--- config.mk ---
export PLATFORM = sky130hd
export DESIGN_NAME = branch_unit
export DESIGN_NICKNAME = d
export VERILOG_FILES = /design/src/hw/branch_unit_pkg.sv /design/src/hw/branch_unit.sv
export SDC_FILE = /design/constraint.sdc
export NUM_CORES = 1
export LEC_CHECK = 0
export BUFFER_PORTS_ARGS = -buffer_cell sky130_fd_sc_hd__clkbuf_2
export CORE_AREA = 2 2 173 175
export CTS_BUF_LIST = sky130_fd_sc_hd__clkbuf_2 sky130_fd_sc_hd__clkbuf_4 sky130_fd_sc_hd__clkbuf_8
export CTS_CLUSTER_DIAMETER = 60
export CTS_CLUSTER_SIZE = 28
export DETAILED_ROUTE_END_ITERATION = 7
export DIE_AREA = 0 0 175 177
export GPL_TIMING_DRIVEN = 0
export PLACE_DENSITY_LB_ADDON = 0.25
export SYNTH_ARGS = -nofsm -noshare
export SYNTH_HDL_FRONTEND = slang
export SYNTH_SLANG_ARGS = --single-unit
--- constraint.sdc ---
create_clock -name clk_sys_i -period 4.36 [get_ports clk_sys_i]
set_input_delay 1.308 -clock clk_sys_i [delete_from_list [all_inputs] [get_ports clk_sys_i]]
set_output_delay 1.308 -clock clk_sys_i [all_outputs]
set_load 0.01 [all_outputs]
--- src/hw/branch_unit_pkg.sv ---
/*
 * shared constants and types for the branch, call and skip instruction unit
 * assumes: one 40 MHz core clock, synchronous active-high reset
 */
package branch_unit_pkg;

  typedef enum logic [4:0] {
    op_nop,
    op_compare_skip_equal_imm,
    op_compare_skip_equal_mem,
    op_increment_to_acc_skip_zero,
    op_increment_mem_skip_zero,
    op_decrement_to_acc_skip_zero,
    op_decrement_mem_skip_zero,
    op_skip_if_bit_clear,
    op_skip_if_bit_set,
    op_bank_zero_skip_if_bit_clear,
    op_bank_zero_skip_if_bit_set,
    op_jump,
    op_call,
    op_return,
    op_interrupt_return,
    op_save_context,
    op_restore_context
  } op_t;

  typedef enum {
    st_exec,
    st_write_back,
    st_skip,
    st_branch
  } state_t;

  localparam int          STACK_DEPTH     = 8;
  localparam int          STACK_PTR_W     = 3;

  // program_flag_register layout
  localparam int          FLAG_C_BIT      = 0;
  localparam int          FLAG_DC_BIT     = 1;
  localparam int          FLAG_Z_BIT      = 2;
  localparam int          FLAG_PD_BIT     = 6;
  localparam int          FLAG_TO_BIT     = 7;

  localparam logic [15:0] PC_RESET        = 16'h0000;
  localparam logic [7:0]  ACC_RESET       = 8'h00;
  localparam logic [1:0]  ROM_PAGE_RESET  = 2'h0;
  localparam logic [3:0]  BANK_ZERO       = 4'h0;

  // register map, byte addresses
  localparam logic [3:0]  REG_PAGE_OFS    = 4'h0;
  localparam logic [3:0]  REG_STATE_OFS   = 4'h4;
  localparam logic [3:0]  REG_CORE_OFS    = 4'h8;
  localparam int          STATE_PC_LSB    = 0;
  localparam int          STATE_FLAGS_LSB = 16;
  localparam int          STATE_ACC_LSB   = 24;
  localparam int          CORE_GIE_BIT    = 0;
  localparam int          CORE_SP_LSB     = 4;

  localparam logic [1:0]  RESP_OKAY       = 2'h0;
  localparam logic [1:0]  RESP_SLVERR     = 2'h2;

endpackage

--- src/hw/branch_unit.sv ---
/*
 * branch, call, return, skip and context save/restore execution for an
 * 8-bit core, with an axi4-lite slave for page select and state readback
 * assumes: the decoder presents one instruction with its operand value
 * (read combinationally at mem_raddr_o) and holds it until instr_ready_o
 */
`timescale 1ns/100ps

// Operation
// - compare immediate, set Z/C, skip if equal
// - compare memory, set Z/C, skip if equal
// - acc gets operand plus one, skip zero
// - memory gets operand plus one, skip zero
// - acc gets operand minus one, skip zero
// - memory gets operand minus one, skip zero
// - skip when tested memory bit is zero
// - skip when tested memory bit is one
// - bank-zero bit-clear test ignores bank select
// - bank-zero bit-set test ignores bank select
// - jump: page bits plus fourteen-bit field, two cycles
// - call pushes pc plus one then jumps, two cycles
// - returns pop pc; interrupt return sets enable
// - save copies acc and flags, not status
// - restore reloads acc and flags, keeps status
// - write-back cycle: zero sysreg, one RAM
// - skip cycle: one when condition true
module branch_unit
  import branch_unit_pkg::*;
(
  input  logic        clk_sys_i,
  input  logic        srst_i,
  input  logic        instr_valid_i,
  output logic        instr_ready_o,
  input  op_t         op_i,
  input  logic [7:0]  imm_i,
  input  logic [13:0] addr_i,
  input  logic [2:0]  bit_sel_i,
  input  logic [3:0]  bank_sel_i,
  input  logic        mem_is_sys_i,
  output logic [11:0] mem_raddr_o,
  input  logic [7:0]  mem_rdata_i,
  output logic        mem_we_o,
  output logic [11:0] mem_waddr_o,
  output logic [7:0]  mem_wdata_o,
  input  logic        timeout_status_bit_i,
  input  logic        power_down_status_bit_i,
  output logic [15:0] pc_o,
  output logic [7:0]  acc_o,
  output logic [7:0]  program_flag_register_o,
  output logic        gie_o,
  output logic        skip_cycle_o,
  input  logic [3:0]  s_axi_awaddr,
  input  logic        s_axi_awvalid,
  output logic        s_axi_awready,
  input  logic [31:0] s_axi_wdata,
  input  logic [3:0]  s_axi_wstrb,
  input  logic        s_axi_wvalid,
  output logic        s_axi_wready,
  output logic [1:0]  s_axi_bresp,
  output logic        s_axi_bvalid,
  input  logic        s_axi_bready,
  input  logic [3:0]  s_axi_araddr,
  input  logic        s_axi_arvalid,
  output logic        s_axi_arready,
  output logic [31:0] s_axi_rdata,
  output logic [1:0]  s_axi_rresp,
  output logic        s_axi_rvalid,
  input  logic        s_axi_rready
);

  function automatic logic [1:0] reg_sel(input logic [3:0] a);
    // 0 page, 1 state, 2 core, 3 unmapped
    if (a == REG_PAGE_OFS) return 2'd0;
    if (a == REG_STATE_OFS) return 2'd1;
    if (a == REG_CORE_OFS) return 2'd2;
    return 2'd3;
  endfunction

  ////////////////////////////////////////////////////////////////////////////
  // execution state
  state_t                  state_q,     state_d;
  logic                    skip_pend_q, skip_pend_d;
  logic [15:0]             pc_q,        pc_d;
  logic [7:0]              acc_q,       acc_d;
  logic                    flag_c_q,    flag_c_d;
  logic                    flag_dc_q,   flag_dc_d;
  logic                    flag_z_q,    flag_z_d;
  logic                    gie_q,       gie_d;
  logic [7:0]              save_acc_q,  save_acc_d;
  logic [2:0]              save_flag_q, save_flag_d;
  logic [15:0]             stack_q [STACK_DEPTH];
  logic [15:0]             stack_d [STACK_DEPTH];
  logic [STACK_PTR_W-1:0]  sp_q,        sp_d;
  logic                    we_q,        we_d;
  logic [11:0]             waddr_q,     waddr_d;
  logic [7:0]              wdata_q,     wdata_d;
  logic [1:0]              page_q,      page_d;
  logic        bank0_op;
  logic        take;
  logic [8:0]  diff;
  logic [7:0]  inc_val;
  logic [7:0]  dec_val;
  logic        bit_val;
  logic        cond;
  logic        mem_write;
  assign bank0_op = (op_i == op_bank_zero_skip_if_bit_clear) ||
                    (op_i == op_bank_zero_skip_if_bit_set);
  assign mem_raddr_o = {bank0_op ? BANK_ZERO : bank_sel_i, addr_i[7:0]};
  assign take     = instr_valid_i && (state_q == st_exec);
  assign diff     = {1'b0, acc_q} - {1'b0, (op_i == op_compare_skip_equal_imm) ? imm_i : mem_rdata_i};
  assign inc_val  = mem_rdata_i + 8'h01;
  assign dec_val  = mem_rdata_i - 8'h01;
  assign bit_val  = mem_rdata_i[bit_sel_i];
  assign mem_write = (op_i == op_increment_mem_skip_zero) ||
                     (op_i == op_decrement_mem_skip_zero);

  always_comb begin
    cond = 1'b0;
    case (op_i)
      op_compare_skip_equal_imm, op_compare_skip_equal_mem: cond = (diff[7:0] == 8'h00);
      op_increment_to_acc_skip_zero, op_increment_mem_skip_zero: cond = (inc_val == 8'h00);
      op_decrement_to_acc_skip_zero, op_decrement_mem_skip_zero: cond = (dec_val == 8'h00);
      op_skip_if_bit_clear, op_bank_zero_skip_if_bit_clear: cond = !bit_val;
      op_skip_if_bit_set, op_bank_zero_skip_if_bit_set: cond = bit_val;
      default: cond = 1'b0;
    endcase
  end

  always_comb begin
    state_d     = state_q;
    skip_pend_d = skip_pend_q;
    pc_d        = pc_q;
    acc_d       = acc_q;
    flag_c_d    = flag_c_q;
    flag_dc_d   = flag_dc_q;
    flag_z_d    = flag_z_q;
    gie_d       = gie_q;
    save_acc_d  = save_acc_q;
    save_flag_d = save_flag_q;
    stack_d     = stack_q;
    sp_d        = sp_q;
    we_d        = 1'b0;
    waddr_d     = waddr_q;
    wdata_d     = wdata_q;
    case (state_q)
      st_exec: begin
        if (take) begin
          // nop and anything unlisted falls through with pc advance only; the bit tests can still skip on cond below
          pc_d = pc_q + 16'h0001;
          case (op_i)
            op_compare_skip_equal_imm, op_compare_skip_equal_mem: begin
              flag_z_d = (diff[7:0] == 8'h00);
              flag_c_d = !diff[8];
            end
            op_increment_to_acc_skip_zero: acc_d = inc_val;
            op_decrement_to_acc_skip_zero: acc_d = dec_val;
            op_increment_mem_skip_zero, op_decrement_mem_skip_zero: begin
              we_d    = 1'b1;
              waddr_d = mem_raddr_o;
              wdata_d = (op_i == op_increment_mem_skip_zero) ? inc_val : dec_val;
            end
            op_jump: begin
              pc_d    = {page_q, addr_i};
              state_d = st_branch;
            end
            op_call: begin
              stack_d[sp_q] = pc_q + 16'h0001;
              sp_d          = sp_q + 3'd1;
              pc_d          = {page_q, addr_i};
              state_d       = st_branch;
            end
            op_return, op_interrupt_return: begin
              sp_d    = sp_q - 3'd1;
              pc_d    = stack_q[sp_q - 3'd1];
              state_d = st_branch;
              if (op_i == op_interrupt_return) gie_d = 1'b1;
            end
            op_save_context: begin
              // status bits stay out of the buffer
              save_acc_d  = acc_q;
              save_flag_d = {flag_z_q, flag_dc_q, flag_c_q};
            end
            op_restore_context: begin
              acc_d     = save_acc_q;
              flag_z_d  = save_flag_q[2];
              flag_dc_d = save_flag_q[1];
              flag_c_d  = save_flag_q[0];
            end
            default: pc_d = pc_q + 16'h0001;
          endcase
          skip_pend_d = cond;
          if (mem_write && !mem_is_sys_i) begin
            state_d = st_write_back;
          end else if (cond) begin
            state_d = st_skip;
          end
        end
      end
      st_write_back: state_d = skip_pend_q ? st_skip : st_exec;
      st_skip: begin
        // fetched successor dropped: only the pc moves past it
        pc_d        = pc_q + 16'h0001;
        skip_pend_d = 1'b0;
        state_d     = st_exec;
      end
      st_branch: state_d = st_exec;
      default: state_d = st_exec;
    endcase
  end

  always_ff @(posedge clk_sys_i) begin
    if (srst_i) begin
      state_q     <= st_exec;
      skip_pend_q <= 1'b0;
      pc_q        <= PC_RESET;
      acc_q       <= ACC_RESET;
      flag_c_q    <= 1'b0;
      flag_dc_q   <= 1'b0;
      flag_z_q    <= 1'b0;
      gie_q       <= 1'b0;
      save_acc_q  <= ACC_RESET;
      save_flag_q <= 3'h0;
      for (int i = 0; i < STACK_DEPTH; i++) stack_q[i] <= PC_RESET;
      sp_q        <= '0;
      we_q        <= 1'b0;
      waddr_q     <= 12'h000;
      wdata_q     <= 8'h00;
    end else begin
      state_q     <= state_d;
      skip_pend_q <= skip_pend_d;
      pc_q        <= pc_d;
      acc_q       <= acc_d;
      flag_c_q    <= flag_c_d;
      flag_dc_q   <= flag_dc_d;
      flag_z_q    <= flag_z_d;
      gie_q       <= gie_d;
      save_acc_q  <= save_acc_d;
      save_flag_q <= save_flag_d;
      stack_q     <= stack_d;
      sp_q        <= sp_d;
      we_q        <= we_d;
      waddr_q     <= waddr_d;
      wdata_q     <= wdata_d;
    end
  end

  always_comb begin
    program_flag_register_o              = 8'h00;
    program_flag_register_o[FLAG_TO_BIT] = timeout_status_bit_i;
    program_flag_register_o[FLAG_PD_BIT] = power_down_status_bit_i;
    program_flag_register_o[FLAG_Z_BIT]  = flag_z_q;
    program_flag_register_o[FLAG_DC_BIT] = flag_dc_q;
    program_flag_register_o[FLAG_C_BIT]  = flag_c_q;
  end
  assign instr_ready_o = (state_q == st_exec);
  assign skip_cycle_o  = (state_q == st_skip);
  assign pc_o          = pc_q;
  assign acc_o         = acc_q;
  assign gie_o         = gie_q;
  assign mem_we_o      = we_q;
  assign mem_waddr_o   = waddr_q;
  assign mem_wdata_o   = wdata_q;

  ////////////////////////////////////////////////////////////////////////////
  // axi4-lite slave
  logic        aw_got_q,  aw_got_d;
  logic        w_got_q,   w_got_d;
  logic [3:0]  awaddr_q,  awaddr_d;
  logic [31:0] wdat_q,    wdat_d;
  logic        wstrb0_q,  wstrb0_d;
  logic        bvalid_q,  bvalid_d;
  logic [1:0]  bresp_q,   bresp_d;
  logic        rvalid_q,  rvalid_d;
  logic [1:0]  rresp_q,   rresp_d;
  logic [31:0] rdata_q,   rdata_d;

  always_comb begin
    aw_got_d = aw_got_q;
    w_got_d  = w_got_q;
    awaddr_d = awaddr_q;
    wdat_d   = wdat_q;
    wstrb0_d = wstrb0_q;
    bvalid_d = bvalid_q;
    bresp_d  = bresp_q;
    rvalid_d = rvalid_q;
    rresp_d  = rresp_q;
    rdata_d  = rdata_q;
    page_d   = page_q;
    if (s_axi_awvalid && s_axi_awready) begin
      aw_got_d = 1'b1;
      awaddr_d = s_axi_awaddr;
    end
    if (s_axi_wvalid && s_axi_wready) begin
      w_got_d  = 1'b1;
      wdat_d   = s_axi_wdata;
      wstrb0_d = s_axi_wstrb[0];
    end
    if (aw_got_q && w_got_q && !bvalid_q) begin
      aw_got_d = 1'b0;
      w_got_d  = 1'b0;
      bvalid_d = 1'b1;
      bresp_d  = RESP_OKAY;
      case (reg_sel(awaddr_q))
        2'd0: if (wstrb0_q) page_d = wdat_q[1:0];
        2'd3: bresp_d = RESP_SLVERR;
        default: bresp_d = RESP_OKAY; // state words are read-only; writes are dropped
      endcase
    end
    if (bvalid_q && s_axi_bready) bvalid_d = 1'b0;
    if (s_axi_arvalid && s_axi_arready) begin
      rvalid_d = 1'b1;
      rresp_d  = RESP_OKAY;
      rdata_d  = 32'h0000_0000;
      case (reg_sel(s_axi_araddr))
        2'd0: rdata_d[1:0] = page_q;
        2'd1: begin
          rdata_d[STATE_PC_LSB +: 16]   = pc_q;
          rdata_d[STATE_FLAGS_LSB +: 8] = program_flag_register_o;
          rdata_d[STATE_ACC_LSB +: 8]   = acc_q;
        end
        2'd2: begin
          rdata_d[CORE_GIE_BIT]                = gie_q;
          rdata_d[CORE_SP_LSB +: STACK_PTR_W]  = sp_q;
        end
        default: rresp_d = RESP_SLVERR;
      endcase
    end else if (rvalid_q && s_axi_rready) rvalid_d = 1'b0;
  end

  always_ff @(posedge clk_sys_i) begin
    if (srst_i) begin
      aw_got_q <= 1'b0;
      w_got_q  <= 1'b0;
      awaddr_q <= 4'h0;
      wdat_q   <= 32'h0000_0000;
      wstrb0_q <= 1'b0;
      bvalid_q <= 1'b0;
      bresp_q  <= RESP_OKAY;
      rvalid_q <= 1'b0;
      rresp_q  <= RESP_OKAY;
      rdata_q  <= 32'h0000_0000;
      page_q   <= ROM_PAGE_RESET;
    end else begin
      aw_got_q <= aw_got_d;
      w_got_q  <= w_got_d;
      awaddr_q <= awaddr_d;
      wdat_q   <= wdat_d;
      wstrb0_q <= wstrb0_d;
      bvalid_q <= bvalid_d;
      bresp_q  <= bresp_d;
      rvalid_q <= rvalid_d;
      rresp_q  <= rresp_d;
      rdata_q  <= rdata_d;
      page_q   <= page_d;
    end
  end

  assign s_axi_awready = !aw_got_q && !bvalid_q;
  assign s_axi_wready  = !w_got_q && !bvalid_q;
  assign s_axi_bvalid  = bvalid_q;
  assign s_axi_bresp   = bresp_q;
  assign s_axi_arready = !rvalid_q;
  assign s_axi_rvalid  = rvalid_q;
  assign s_axi_rresp   = rresp_q;
  assign s_axi_rdata   = rdata_q;

endmodule

---- Word-level counts from Yosys, hierarchy flattened ----
Index checks and enable logic that the tools add are counted.
Widths: inputs -> output; s select.
word-level totals
  bits of input ports ..................... 97
  flip-flop bits (word level) ............. 273
cells by class
  eq/ne operators ......................... 28
  reductions and logical operators ........ 59
  $lt $le $gt $ge ......................... 4
  bitwise gates (word level) .............. 4
  muxes and demuxes ....................... 69
  $add $sub $neg .......................... 6
operators by type and width
  operator               number
  $bwmux 128             1
  $mux 32                4
  $logic_not 32->1       2
  $mux 16                4
  $pmux 16 s2            2
  $pmux 32 s2            1
  $bmux 16 s3            1
  $demux 16 s3           1
  $eq 5x4->1 const B     8
  $mux 2                 18
  $eq 32x1->1 const B    1
  $eq 32x2->1 const B    1
  $eq 32x3->1 const B    1
  $mux 25                1
  $logic_not 8->1        3
  $pmux 8 s3             1
  $reduce_and 3->1       8
  $mux 1                 23
  $eq 5x3->1 const B     4
  $reduce_or 2->1        10
  $add 16x1->16 const B  1
  $mux 8                 2
  $logic_and 1x1->1      12
  $pmux 3 s2             2
  other kinds (34)       58

---- Depth between registers and ports, before layout ----
  depth after elaboration ................. 15
  mapped depth ............................ 14
  mapped depth without buffers ............ 11

---- Worst setup path before layout ----
No wires, ideal clock.
  kind .................................... input to register
  start point ............................. input op_i[0]
  end point ............................... register state_q[1]
  arrival ................................. 4.386 ns
  stages .................................. 14
  slack ................................... -0.129 ns
  cell sequence ........................... buf_2 clkbuf_1 nor2b_1 nand3b_1 clkbuf_1 mux2i_1 ha_1 nor2b_1 o2111ai_1 a21oi_1 or3_1 a2111oi_0 nor2_1 a2111oi_2
on the way
  word-level cells in the longest chain between the ends .. 9
  elaborated cells between the ends (all ways) .. 32
RTL lines
  item                  line                                    text
  start, declared       branch_unit.sv:34                       input op_t op_i,
  $eq 5x1->1            branch_unit.sv:110, branch_unit.sv:119
  $mux 8                branch_unit.sv:110                      assign diff = {1'b0, acc_q} - {1'b0, (op_i == op_compare_skip_equal_imm) ? imm_i : mem_rdata_i};
  $sub 8x8->9           branch_unit.sv:110
  $logic_not 8->1       branch_unit.sv:120                      op_compare_skip_equal_imm, op_compare_skip_equal_mem: cond = (diff[7:0] == 8'h00);
  $pmux 1 s5            branch_unit.sv:119                      case (op_i)
  $mux 32               branch_unit.sv:194                      end else if (cond) begin
  $mux 32               branch_unit.sv:192                      if (mem_write && !mem_is_sys_i) begin
  $mux 32               branch_unit.sv:147                      if (take) begin
  $pmux 32 s2           branch_unit.sv:145                      case (state_q)
  end signal, assigned  branch_unit.sv:213                      state_q <= st_exec;
  end signal, assigned  branch_unit.sv:229                      state_q <= state_d;
  end, declared         branch_unit.sv:81                       state_t state_q, state_d;
Several ways; a longest one is shown, not always the timed one. The select of a mux whose other input is x is not followed.
A chain may end at the register's enable or synchronous reset.

---- Worst setup path after layout ----
  start point ............................. input op_i[3]
  end point ............................... register state_q[1]
The elaborated chain is that of the path after synthesis.

==> results.ini <==
[setup_path]
cp.required_ns=4.83
r2r_setup_slack_ns=0.70
cp.arrival_ns=4.64
critPathMaxFanout=10
critical-path-max-stage-delay_ns=0.45
worst_r2r_startpoint=sp_q[0]$_SDFFE_PP0P_
crit_type=primary input to flop
worst_path_max_delay_cell=sky130_fd_sc_hd__a2111oi_4
cp_cell_sequence=clkbuf_2, buf_2, nor2_1, nand3b_1, clkbuf_2, mux2i_1, ha_1, nor2b_1, o2111ai_1, a21oi_1, or3_1, a2111oi_4, nor2_1, a2111oi_2
worst_setup_path_start_kind=primary input
critPathCaptureType=flop
worstSetupStartpoint=op_i[3]

[placement]
number_of_port_buffers=157
dp_hpwl_um=28000
dp.cells=1833
gp_congestion=0.872

[synthesis]
syn_inst_count=1279
synth-edff-count=0
postSynthRegisterBits=238
top_cells_by_area_synth=sky130_fd_sc_hd__dfxtp_1, sky130_fd_sc_hd__a211oi_1, sky130_fd_sc_hd__nor2_1
seq_area_frac_synth_pct=41.4
synthesis.area_per_instance_um2=9.00
ys_async_sr_fraction_pct=0
synth.cell_area_um2=11500
synth.yosys.warnings=0
synth_cell_type_count=72
post-synth-top-area-fraction_pct=41.4
dominantRegCellSynth=sky130_fd_sc_hd__dfxtp_1
synth_top_cell_by_area=sky130_fd_sc_hd__dfxtp_1

[timing]
timing.slew.headroom_pct=23.2
setup_repair_after_global_routing_missed_its_margin=false
final.period_utilization_pct=95.7
setup-violations-final=0
achievable-frequency_mhz=240
period_minus_slack_ns=4.17
timing.hold.ws_ns=0.458
final.setup_skew_ns=0.0452
final.setup.tns_ns=0
final-hold-violation-count=0
final-max-slew-violation-count=0
worst_slew_pin_slew_ns=1.14

[floorplan]
fp.coreArea_um2=29200
die_w_um=175
floorplan.initialDensity_pct=39.4
fp-row-count=63
die-height_um=177
design.die.area_um2=31000
floorplan.io_pins=206

[cells_and_area]
antenna_cells_inserted=0
nets=1576
area_growth_pct=15.1
final_layout_size_suffix_gt1_share_pct=21.7
multi_input_comb_area_um2=6060
n_fill_cell=2881
final_core_utilization_pct=45.3
regArea_um2=4760
layout.cells.non_filler=1863

[clocking]
post_cts_hold_buffer_count=0
maximum_buffer_depth_of_the_clock_tree=3
worst_skew_pair.late_latency_ns=0.58
path_clk_slew_ns=0.13
cts_post_setup_buffers_inserted=0
cts.htree.levels=1
clock-root-buffer=sky130_fd_sc_hd__clkbuf_8
cts_buffers=18
cts.sinks=238
clock_tree_from_tritoncts=yes

[global_routing]
grt_start_max_net_pins=26
globalRouteTotalUtil_pct=23.7
grt_pass1_vias=9862
grt_pass1_wl_um=57500
grt_antenna_before_repair=0
grt_overflow_total=0

[routing]
detail_route.iter0.violations=775
routed_wl_um=37400
drt_drc_violations_left=0
post_drt_wl_per_cell_um=20.1
detailedRoute.firstPassIterationCount=5
via_total_after_detailed_routing=10230
route.detailed.vias_per_inst=5.49
ant_nets=0

[power]
power_leakage_nw=4.80
irDropWorstVdd_mv=0.156
total_power_mw=4.27
power_density_nw_per_um2=323

[status]
run_status=complete, no violations

[run]
max-cap-violations=0

[min_path]
hold_path.class=flop to flop
min-delay-start=s_axi_rdata[23]$_SDFFE_PP0P_

==> cells by family after synthesis <==
family | Yosys count | synth area share (%)
compound gates | 290 | 17.6
simple gates | 463 | 18.4
xor+xnor | 35 | 2.73
mux | 90 | 11.6
other cells | 1 | 0.0326
buf+inv | 144 | 6.39
flops | 238 | 41.4
fa+ha+maj | 18 | 1.96
==> final cells by class <==
type                    count  share of cell area, %
plain buffers             130                   5.18
clock buffers              19                   1.97
clock inverters            13                   1.23
inverters                  12                  0.340
multi-input cells         904                   45.7
flip-flops and latches    238                   36.0
well taps                 390                   3.68
repair buffers            157                   5.93
==> what timing repair did <==
action / 4_1_cts / 5_1_grt
gates resized for setup: 2 / 1
pin swaps: 0 / 0
setup endpoints to repair: 2 / 1
==> placed cells by master, fill, tap and decap left out, types with 4 or more instances in the layout <==
cell / synthesis / layout
sky130_fd_sc_hd__nor3_1: 27 / 27
sky130_fd_sc_hd__mux2i_1: 53 / 53
sky130_fd_sc_hd__buf_4: 37 / 37
sky130_fd_sc_hd__buf_1: 9 / 9
sky130_fd_sc_hd__buf_6: 4 / 4
sky130_fd_sc_hd__inv_6: 0 / 4
sky130_fd_sc_hd__a211oi_1: 127 / 127
sky130_fd_sc_hd__and2_1: 9 / 9
sky130_fd_sc_hd__nor2_4: 6 / 6
sky130_fd_sc_hd__clkbuf_1: 61 / 58
sky130_fd_sc_hd__nor2b_1: 6 / 6
sky130_fd_sc_hd__nand2b_1: 8 / 8
sky130_fd_sc_hd__nor2_1: 225 / 225
sky130_fd_sc_hd__o22ai_1: 4 / 4
sky130_fd_sc_hd__a22oi_1: 6 / 6
sky130_fd_sc_hd__o21ai_0: 17 / 17
sky130_fd_sc_hd__dfxtp_1: 238 / 238
sky130_fd_sc_hd__nand3_1: 36 / 36
sky130_fd_sc_hd__and3_1: 7 / 7
sky130_fd_sc_hd__nor4_1: 7 / 7
sky130_fd_sc_hd__xnor2_1: 15 / 15
sky130_fd_sc_hd__a221oi_1: 5 / 5
sky130_fd_sc_hd__conb_1: 1 / 8
sky130_fd_sc_hd__xor2_1: 19 / 19
sky130_fd_sc_hd__clkbuf_8: 0 / 19
sky130_fd_sc_hd__nand3b_1: 4 / 4
sky130_fd_sc_hd__ha_1: 18 / 18
sky130_fd_sc_hd__inv_1: 11 / 11
sky130_fd_sc_hd__a211oi_2: 6 / 6
sky130_fd_sc_hd__buf_2: 21 / 20
sky130_fd_sc_hd__nand2_1: 101 / 101
sky130_fd_sc_hd__a2111oi_0: 9 / 8
sky130_fd_sc_hd__a21oi_1: 82 / 82
sky130_fd_sc_hd__clkbuf_2: 0 / 158
sky130_fd_sc_hd__mux4_2: 34 / 34
==> power breakdown <==
part | leakage [nW] | switching (mW) | internal (mW)
sequential | 1.92 | 0.0560 | 2.21
combinational | 2.66 | 0.393 | 0.203
clock | 0.217 | 0.876 | 0.533
total | 4.80 | 1.33 | 2.95
==> cell usage after synthesis, drive strengths merged, types with 12 or more instances <==
master / n
xnor2: 16
a21oi: 83
o21ai: 17
mux4: 34
buf: 71
xor2: 19
nor2: 232
dfxtp: 238
nor3: 29
ha: 18
nand2: 101
a211oi: 133
mux2i: 53
clkbuf: 61
nand3: 38
inv: 12
==> registers in the layout, indices dropped and copies added, names as in the netlist, 2 cells and up <==
| signal | count |
|---|---|
| awaddr_q | 4 |
| state_q | 2 |
| stack_q | 128 |
| s_axi_rdata | 29 |
| page_q | 2 |
| mem_wdata_o | 8 |
| save_acc_q | 8 |
| save_flag_q | 3 |
| acc_o | 8 |
| mem_waddr_o | 12 |
| sp_q | 3 |
| pc_o | 16 |
| wdat_q | 2 |
==> path summary, 6_finish.rpt <==
| check | to | cells after the start |
|---|---|---|
| min reg2reg | s_axi_rdata[23]$_SDFFE_PP0P_ | 2 |
| max | state_q[1]$_SDFFE_PP0P_ | 14 |
| min | s_axi_rdata[23]$_SDFFE_PP0P_ | 2 |
| max reg2reg | pc_o[5]$_SDFFE_PP0P_ | 13 |
==> critical path: cells and delay by family <==
family / cells / cell delay, ns
compound gates: 4 / 1.20
fa+ha+maj: 1 / 0.30
buf+inv: 3 / 0.52
mux: 1 / 0.30
simple gates: 5 / 1.02
==> through the flow <==
stage / cell area [um2] / setup WS [ns]
floorplan: 11500 / 0.0787
global placement: 12800 / -0.895
detailed placement: 12800 / -0.943
CTS: 13300 / 0.0716
global route: 13300 / 0.00622
finish: 13300 / 0.187
==> layer usage <==
layer	up-vias	track usage (%)	share of wire, %
met5	-	0	0
met4	0	9.65	3.9
met3	84	2.66	5.3
met2	337	41.0	48
met1	4905	30.3	42
li1	4904	-	-
(Power assumes the default switching activity.)
